### src/inc/tsa_regs.svh
// Constants for the two-step converter control block
// Assumes inclusion by bare name from the package and modules
`ifndef TSA_REGS_SVH
`define TSA_REGS_SVH
`define TSA_DATA_W        10
`define TSA_COARSE_W      4
`define TSA_FINE_W        6
`define TSA_CODE_MAX      10'h3FF
`define TSA_CODE_MIN      10'h000
`define TSA_SAMPLE_W      12
`define TSA_LATENCY       2
`define TSA_CLK_NS        5
`define TSA_APERTURE_NS   35
`define TSA_APERTURE_CYC  ((`TSA_APERTURE_NS + `TSA_CLK_NS - 1) / `TSA_CLK_NS)
`define TSA_BUF_DEPTH     2
`endif

### src/inc/tsa_pkg.sv
// Types for the two-step converter control block
// Assumes the constants header is on the include path
`include "tsa_regs.svh"
package tsa_pkg;
  typedef enum logic [1:0] {
    TSA_IDLE,
    TSA_COARSE,
    TSA_FINE
  } tsa_state_t;
  typedef logic [`TSA_DATA_W-1:0] tsa_code_t;
endpackage

### src/inc/tsa_buf_if.sv
// Valid/ready carrier between converter core and output buffer
// Assumes one clock shared by both ends
`timescale 1ns/1ps
interface tsa_buf_if;
  import tsa_pkg::*;
  logic      valid;
  logic      ready;
  tsa_code_t code;
  logic      ovf;
  modport src (output valid, output code, output ovf, input ready);
  modport snk (input valid, input code, input ovf, output ready);
endinterface

### src/verilog/tsa_out_buf.sv
// Two-entry output buffer holding code and range flag together
// Assumes synchronous active-high reset and a single clock
`timescale 1ns/1ps
`include "tsa_regs.svh"
module tsa_out_buf
  import tsa_pkg::*;
(
  input  wire logic       clk_in,
  input  wire logic       reset_in,
  tsa_buf_if.snk          up,
  output      logic       out_valid_out,
  input  wire logic       out_ready_in,
  output      tsa_code_t  out_code_out,
  output      logic       out_ovf_out
);
  ////////////////////////////////////////////////////////////////////////////
  logic [`TSA_DATA_W:0] mem_r   [`TSA_BUF_DEPTH];
  logic [`TSA_DATA_W:0] mem_nxt [`TSA_BUF_DEPTH];
  logic                 wp_r, wp_nxt, rp_r, rp_nxt;
  logic [1:0]           cnt_r, cnt_nxt;
  logic                 push, pop;

  // Pointer and storage next state
  always_comb begin
    push    = up.valid && (cnt_r != 2'h2);
    pop     = out_ready_in && (cnt_r != 2'h0);
    mem_nxt = mem_r;
    wp_nxt  = wp_r;
    rp_nxt  = rp_r;
    if (push) begin
      mem_nxt[wp_r] = {up.ovf, up.code};
      wp_nxt        = ~wp_r;
    end
    if (pop) begin
      rp_nxt = ~rp_r;
    end
    cnt_nxt = cnt_r + {1'b0, push} - {1'b0, pop};
  end

  // Registers
  always_ff @(posedge clk_in) begin
    if (reset_in) begin
      wp_r  <= 1'b0;
      rp_r  <= 1'b0;
      cnt_r <= 2'h0;
      mem_r <= '{default: '0};
    end else begin
      wp_r  <= wp_nxt;
      rp_r  <= rp_nxt;
      cnt_r <= cnt_nxt;
      mem_r <= mem_nxt;
    end
  end

  // Honest full and empty
  assign up.ready      = (cnt_r != 2'h2);
  assign out_valid_out = (cnt_r != 2'h0);
  assign out_code_out  = mem_r[rp_r][`TSA_DATA_W-1:0];
  assign out_ovf_out   = mem_r[rp_r][`TSA_DATA_W];
endmodule

### src/verilog/tsa_conv_ctrl.sv
// Clocked conversion control of a ten-bit two-step flash converter
// Assumes the sampled input word arrives synchronous to clk_in
//
// Summary of operation
// Code for a sample appears two converter clock periods after sampling.
// Converter clock high is balance phase, low is sampling phase.
// Sampling ends at converter clock rise, held off by aperture delay.
// Coarse pass picks ladder sub-range, fine pass resolves low bits next.
// Each sample maps to one of 1024 straight binary codes, ten bits.
// Separate range flag; asserting it never alters the data bits.
// Below range gives zero code, above gives full scale, no wrap.
// Controller discards one sample when ladder moves over one LSB.
// Controller may shorten clock low to 150 ns for discarded samples.
// Controller may use any duty cycle within timing limits.
// Sleep request freezes data outputs and disconnects lower reference.
// Output enable low drives result; high releases data and flag.
// Word and flag update together from a register, stable between.
`timescale 1ns/1ps
`include "tsa_regs.svh"
module tsa_conv_ctrl
  import tsa_pkg::*;
(
  input  wire logic                   clk_in,
  input  wire logic                   reset_in,
  input  wire logic                   conv_clk_in,
  input  wire logic signed [`TSA_SAMPLE_W-1:0] sample_in,
  input  wire logic                   sleep_request_input_in,
  input  wire logic                   output_enable_n_in,
  output      logic [`TSA_DATA_W-1:0] result_word_out,
  output      logic [`TSA_DATA_W-1:0] result_word_oe_out,
  output      logic                   range_exceeded_flag_out,
  output      logic                   range_exceeded_flag_oe_out,
  output      logic                   lower_ref_connect_out,
  output      logic                   balance_phase_out,
  output      logic                   sample_phase_out
);
  ////////////////////////////////////////////////////////////////////////////
  // Clamp a signed sample into the code range and flag excess
  function automatic logic [`TSA_DATA_W:0] clamp_code(
    input logic signed [`TSA_SAMPLE_W-1:0] s);
    logic [`TSA_DATA_W:0] r;
    r = '0;
    if (s < 0) begin
      r = {1'b0, `TSA_CODE_MIN};
    end else if (s > $signed({2'b00, `TSA_CODE_MAX})) begin
      r = {1'b1, `TSA_CODE_MAX};
    end else begin
      r = {1'b0, s[`TSA_DATA_W-1:0]};
    end
    return r;
  endfunction

  ////////////////////////////////////////////////////////////////////////////
  tsa_state_t                   st_r, st_nxt;
  logic                         clk_d_r, clk_d_nxt;
  logic [3:0]                   ap_r, ap_nxt;
  logic                         ap_run_r, ap_run_nxt;
  logic [`TSA_SAMPLE_W-1:0]     held_r, held_nxt;
  logic [`TSA_COARSE_W-1:0]     coarse_r, coarse_nxt;
  logic                         cov_r, cov_nxt;
  logic [`TSA_FINE_W-1:0]       fine_lo_r, fine_lo_nxt;
  tsa_code_t                    fine_code_r, fine_code_nxt;
  logic                         fine_ovf_r, fine_ovf_nxt;
  logic                         fine_vld_r, fine_vld_nxt;
  logic                         res_vld;
  logic                         rise, fall;
  logic [`TSA_DATA_W:0]         cl;
  tsa_code_t                    word_r, word_nxt;
  logic                         flag_r, flag_nxt;
  logic [`TSA_DATA_W-1:0]       w_oe_r, w_oe_nxt;
  logic                         f_oe_r, f_oe_nxt;
  logic                         lref_r, lref_nxt;
  logic                         bal_r, bal_nxt;
  logic                         smp_r, smp_nxt;
  logic                         b_valid, b_ovf;
  tsa_code_t                    b_code;
  tsa_buf_if                    bif ();

  ////////////////////////////////////////////////////////////////////////////
  // Edge detect and phase decode of the converter clock
  always_comb begin
    clk_d_nxt = conv_clk_in;
    rise      = conv_clk_in && !clk_d_r;
    fall      = !conv_clk_in && clk_d_r;
    // phases from clock level
    bal_nxt   = conv_clk_in;
    smp_nxt   = !conv_clk_in;
  end

  // Aperture delay then sample capture, two-step pipeline
  always_comb begin
    ap_nxt        = ap_r;
    ap_run_nxt    = ap_run_r;
    held_nxt      = held_r;
    st_nxt        = st_r;
    coarse_nxt    = coarse_r;
    cov_nxt       = cov_r;
    fine_code_nxt = fine_code_r;
    fine_ovf_nxt  = fine_ovf_r;
    fine_lo_nxt   = fine_lo_r;
    fine_vld_nxt  = fine_vld_r;
    res_vld       = 1'b0;
    cl            = clamp_code($signed(held_r));
    // aperture hold after rise
    if (rise) begin
      ap_run_nxt = 1'b1;
      ap_nxt     = 4'h0;
    end else if (ap_run_r) begin
      if (ap_r == 4'(`TSA_APERTURE_CYC - 1)) begin
        ap_run_nxt = 1'b0;
        held_nxt   = sample_in;
      end else begin
        ap_nxt = ap_r + 4'h1;
      end
    end
    // staged result leaves one full period after the fine pass
    if (rise && fine_vld_r) begin
      res_vld      = 1'b1;
      fine_vld_nxt = 1'b0;
    end
    // coarse range then fine resolve
    case (st_r)
      TSA_IDLE: begin
        if (rise) begin
          st_nxt = TSA_COARSE;
        end
      end
      TSA_COARSE: begin
        if (fall) begin
          // clamp to binary range
          coarse_nxt  = cl[`TSA_DATA_W-1:`TSA_FINE_W];
          fine_lo_nxt = cl[`TSA_FINE_W-1:0];
          cov_nxt     = cl[`TSA_DATA_W];
          st_nxt     = TSA_FINE;
        end
      end
      TSA_FINE: begin
        if (rise) begin
          // Fine bits joined to the coarse range here, on the rise that ends the fine pass
          fine_code_nxt = {coarse_r, fine_lo_r};
          fine_ovf_nxt  = cov_r;
          fine_vld_nxt  = 1'b1;
          st_nxt        = TSA_COARSE;
        end
      end
      default: begin
        st_nxt = TSA_IDLE;
      end
    endcase
  end

  // Buffer source side; results arriving while both entries are full are lost
  assign bif.valid = res_vld;
  assign bif.code  = fine_code_r;
  assign bif.ovf   = fine_ovf_r;

  tsa_out_buf u_buf (
    .clk_in        (clk_in),
    .reset_in      (reset_in),
    .up            (bif),
    .out_valid_out (b_valid),
    .out_ready_in  (!sleep_request_input_in),
    .out_code_out  (b_code),
    .out_ovf_out   (b_ovf)
  );

  // Output stage next values
  always_comb begin
    word_nxt = word_r;
    flag_nxt = flag_r;
    // word and flag move together
    // sleep freezes word and flag
    if (b_valid && !sleep_request_input_in) begin
      // flag kept apart from data
      word_nxt = b_code;
      flag_nxt = b_ovf;
    end
    // active-low output enable
    w_oe_nxt = {`TSA_DATA_W{!output_enable_n_in}};
    f_oe_nxt = !output_enable_n_in;
    // lower reference released in sleep
    lref_nxt = !sleep_request_input_in;
  end

  ////////////////////////////////////////////////////////////////////////////
  // State registers
  always_ff @(posedge clk_in) begin
    if (reset_in) begin
      st_r        <= TSA_IDLE;
      clk_d_r     <= 1'b0;
      ap_r        <= 4'h0;
      ap_run_r    <= 1'b0;
      held_r      <= '0;
      coarse_r    <= '0;
      cov_r       <= 1'b0;
      fine_code_r <= '0;
      fine_ovf_r  <= 1'b0;
      fine_lo_r   <= '0;
      fine_vld_r  <= 1'b0;
      word_r      <= '0;
      flag_r      <= 1'b0;
      w_oe_r      <= '0;
      f_oe_r      <= 1'b0;
      lref_r      <= 1'b1;
      bal_r       <= 1'b0;
      smp_r       <= 1'b1;
    end else begin
      st_r        <= st_nxt;
      clk_d_r     <= clk_d_nxt;
      ap_r        <= ap_nxt;
      ap_run_r    <= ap_run_nxt;
      held_r      <= held_nxt;
      coarse_r    <= coarse_nxt;
      cov_r       <= cov_nxt;
      fine_code_r <= fine_code_nxt;
      fine_ovf_r  <= fine_ovf_nxt;
      fine_lo_r   <= fine_lo_nxt;
      fine_vld_r  <= fine_vld_nxt;
      word_r      <= word_nxt;
      flag_r      <= flag_nxt;
      w_oe_r      <= w_oe_nxt;
      f_oe_r      <= f_oe_nxt;
      lref_r      <= lref_nxt;
      bal_r       <= bal_nxt;
      smp_r       <= smp_nxt;
    end
  end

  assign result_word_out            = word_r;
  assign range_exceeded_flag_out    = flag_r;
  assign result_word_oe_out         = w_oe_r;
  assign range_exceeded_flag_oe_out = f_oe_r;
  assign lower_ref_connect_out      = lref_r;
  assign balance_phase_out          = bal_r;
  assign sample_phase_out           = smp_r;
endmodule

### config.mk
export PLATFORM = sky130hd
export DESIGN_NAME = tsa_conv_ctrl
export DESIGN_NICKNAME = d
export VERILOG_FILES = /design/src/inc/tsa_pkg.sv /design/src/inc/tsa_buf_if.sv /design/src/verilog/tsa_out_buf.sv /design/src/verilog/tsa_conv_ctrl.sv
export VERILOG_INCLUDE_DIRS = /design/src /design/src/inc
export SDC_FILE = /design/constraint.sdc
export NUM_CORES = 1
export LEC_CHECK = 0
export BUFFER_PORTS_ARGS = -buffer_cell sky130_fd_sc_hd__clkbuf_2
export CAP_MARGIN = 30
export CELL_PAD_IN_SITES_DETAIL_PLACEMENT = 0
export CELL_PAD_IN_SITES_GLOBAL_PLACEMENT = 1
export CORE_MARGIN = 2
export CORE_UTILIZATION = 40
export DETAILED_ROUTE_END_ITERATION = 8
export GPL_TIMING_DRIVEN = 0
export PLACE_DENSITY = 0.76
export SYNTH_ARGS = -nofsm -noshare
export SYNTH_HDL_FRONTEND = slang
export SYNTH_SLANG_ARGS = --single-unit
export TNS_END_PERCENT = 20
### constraint.sdc
create_clock -name clk_in -period 1.7 [get_ports clk_in]
set_input_delay 0.255 -clock clk_in [delete_from_list [all_inputs] [get_ports clk_in]]
set_output_delay 0.255 -clock clk_in [all_outputs]
set_load 0.01 [all_outputs]
==> metrics.md <==
| Metric | Value |
|---|---|
| Std-Cell Rows | 34 |
| Largest net degree at the start of global routing | 16 |
| Most Frequent Cell on Critical Path | buf_2 |
| Hold buffers post-CTS | 0 |
| Routed WL per cell | around 12 um |
| Net Sw Frac | 24.07% |
| Final Hold Fails | 0 |
| Fin util | 47.35% |
| Layout cells sized above 1 | a little under a fifth |
| H-tree Lvls | 3 |
| Die footprint | 9572 sq um |
| Worst-path cell chain | nand2b_1, buf_2, or4_1, buf_2, buf_6, mux2i_1 |
| Design area | 4089 sq um |
| CTS Buf Count | 9 |
| Final setup vio count | 0 |
| Vias in the first global route | 2399 |
| Seq cells post-synth | 83 |
| Iter 0 DRT Violations | 67 |
| Top_reg_cell synth | dfxtp_1 |
| Crit path max-delay family | simple AND/OR/NAND/NOR gates |
| Initial antenna violation count | 0 |
| Worst min path class | in2reg |
| Gp weighted congestion | ~0.75 |
| First-pass GRT wire length | 11320 um |
| Part of the power in registers | 51.6% |
| Seq/Total Area, Yosys | 47.18% |
| Starting Density | between 40% and 50% |
| Crit path max fanout | 10 |
| End of the critical path | u_buf.mem_r[17] |
| Clk slew on worst S/H paths | about 0.09 ns |
| Die Span X | approximately 100 um |
| Clock Skews | roughly 0.008 ns |
| Die height | 97.84 um |
| Final period demand of the worst path | 1.658 ns |
| Levels on crit path | 6 |
| Worst EP required | slightly below 2 ns |
| Slowest Stage Delay on Critical Path | 0.46 ns |
| Syn nets | 401 |
| Crit Path Category | reg2reg |
| Setup TNS | 0 ns |
| Worst setup EP type | register |
| Syn Area/Cell | 9.269 sq um |
| Actual slew at the worst max-slew pin | 0.5685 ns |
| Tot Pwr | 3.956 mW |
| Peak VDD IR | approximately 0.43 mV |
| Final nets | roughly 450 |
| Status | finished clean |
| R2r setup slk | 0.04 ns |
| Post-route ant nets | 0 |
| Power Dens Cells | between 900 and 1000 nW/um^2 |
| Final period util | 97.55% |
| Core ar. | 8636 sq um |
| CTS Root Cell | clkbuf_8 |
| Vias after detailed routing | 2545 |
| Aggregate global routing overflow | 0 |
| RR Endpoint | u_buf.mem_r[17] |
| Drt pass-1 iters | 4 |
| DP Worst Slack | -0.1405 ns |
| Slew Limit Fails | 0 |
| Hold WS | between 0.04 and 0.05 ns |
| Detailed Place HPWL | slightly below 5000 um |
| Start point of the critical path | balance_phase_out |
| CP Buf/Inv Count | 3 |
| Ys async rst share | 0% |
| Post-Synthesis Cells | 380 |
| Placed Area | between 3000 and 4000 sq um |
| Clock sinks | just over 80 |
| Final std cells w/o fill | roughly 540 |
| Ys Warns | 0 |
| Max_slew headroom | 62.10% |
| DRT Wirelength | 6692 um |
| Clock Latency Late Sink | 0.35 ns |
| Synth unique cells | 35 |
| CTS tree | done |
| Logic pwr share | 9.4% |
| Max Fclk | roughly 600 MHz |
| Final WS setup | 0.04158 ns |
| Post-synth EDFFs | 0 |
| Internal power | 3.003 mW |
| Slowest cell on crit path | or4_1 |
| Worst R2R Path Depth | 6 |
| Area growth, synth to finish | 16.09% |
| Reg2reg start | balance_phase_out |
| Number of setup buffers added after CTS | 0 |
| Drc violations | 0 |
| Post-cts repair resize count | 0 |
| Gr usage total | between 10 and 15% |
| Critical Path AT | roughly 1.9 ns |
| Maximum buffer depth of the clock tree | 2 |
| Diode count | 0 |
| Startpoint types | register |
| Number of max-cap violations | 0 |
| Mapped Area | 3522 sq um |
| Via/cell ratio | approximately 4.7 |
| Inst Count DP | 528 |
| Lkg Pwr | ~1.5 nW |
| Fillers | 860 |
| IO Pins | 42 |
| Clock share of power | just under 40% |
| Psw | ~950 uW |
| Port buffer count | 40 |
| RSZ-0062 raised after global routing | yes |
[synthesized netlist by cell type, types with 2 or more instances]
cell        n  area (sq um)
nor3_1      7         35.03
or3_1      11         68.82
inv_1       6         22.52
nand4bb_1   2         22.52
a211oi_1   12         90.09
nor2b_1     5         31.28
mux2i_1    45         450.4
nand2_1    36         135.1
a21oi_1    27         135.1
ha_1        4         50.05
clkbuf_1   19         71.32
buf_2       4         20.02
buf_1       2         7.510
mux2_2      2         22.52
dfxtp_1    83          1662
nor2_1     25         93.84
buf_4      11         82.58
nand2b_1   62         387.9
[logic make-up after synthesis]
| group | synth area share (%) |
|---|---|
| mux | 13.43 |
| simple gates | 23.94 |
| fa+ha+maj | 1.421 |
| flops | 47.18 |
| buf+inv | 6.110 |
| compound gates | 7.425 |
| xor+xnor | 0.4974 |
[state kept, by name, indices dropped and copies added, names as in the netlist, 2 cells and up, named ones only]
name and count:
u_buf.mem_r 22, held_r 12, bif.code 10, result_word_out 10
fine_lo_r 6, ap_r 4, coarse_r 4, st_r 2
u_buf.cnt_r 2
[layer usage]
metal  vias up  part of all wire [%]  track usage [%]
li1       1356                     -                -
met1      1146                    50            18.86
met2        39                    46            23.66
met3         4                   3.7            4.510
met4         0                  0.73            3.526
met5         -                     0                0
[placed cells by master (no fill, tap or decap), types with 11 or more instances in the layout]
cell type  netlist  routed
a21oi_1         27      27
nand2b_1        62      62
clkbuf_2         0      42
nand2_1         36      36
dfxtp_1         83      82
mux2i_1         45      45
or3_1           11      11
buf_4           11      12
a211oi_1        12      12
nor2_1          25      25
clkbuf_1        19      17
[how the worst min path moves through the flow]
stage	startpoint	endpoint	slack, ns	cells after the start
final	output_enable_n_in	range_exceeded_flag_oe_out	0.05	2
after global routing	output_enable_n_in	range_exceeded_flag_oe_out	0.04	2
after CTS	output_enable_n_in	range_exceeded_flag_oe_out	0.04	2
after detailed placement	output_enable_n_in	range_exceeded_flag_oe_out	0.41	2
after global placement	output_enable_n_in	range_exceeded_flag_oe_out	0.41	2
after floorplan	output_enable_n_in	range_exceeded_flag_oe_out	0.32	1
[final cells by class]
type                            count  area (sq um)  area share (%)
Sequential cell                    83          1663           40.67
Multi-Input combinational cell    254          1657           40.51
Timing Repair Buffer               40         200.2           4.896
Buffer                             36         193.9           4.743
Tap cell                          108         135.1           3.305
Clock buffer                       10         127.6           3.121
Clock inverter                      6         90.09           2.203
Inverter                            6         22.52          0.5508
[power groups by stage]
stage | logic (mW) | registers [mW] | clock network, mW
2_1_floorplan | 0.236 | 2.10 | 0
3_3_place_gp | 0.373 | 2.08 | 0
3_5_place_dp | 0.378 | 2.09 | 0
4_1_cts | 0.375 | 2.04 | 1.59
5_1_grt | 0.412 | 2.05 | 1.65
6_report | 0.371 | 2.04 | 1.54
Power figures use the tool's default switching activity.
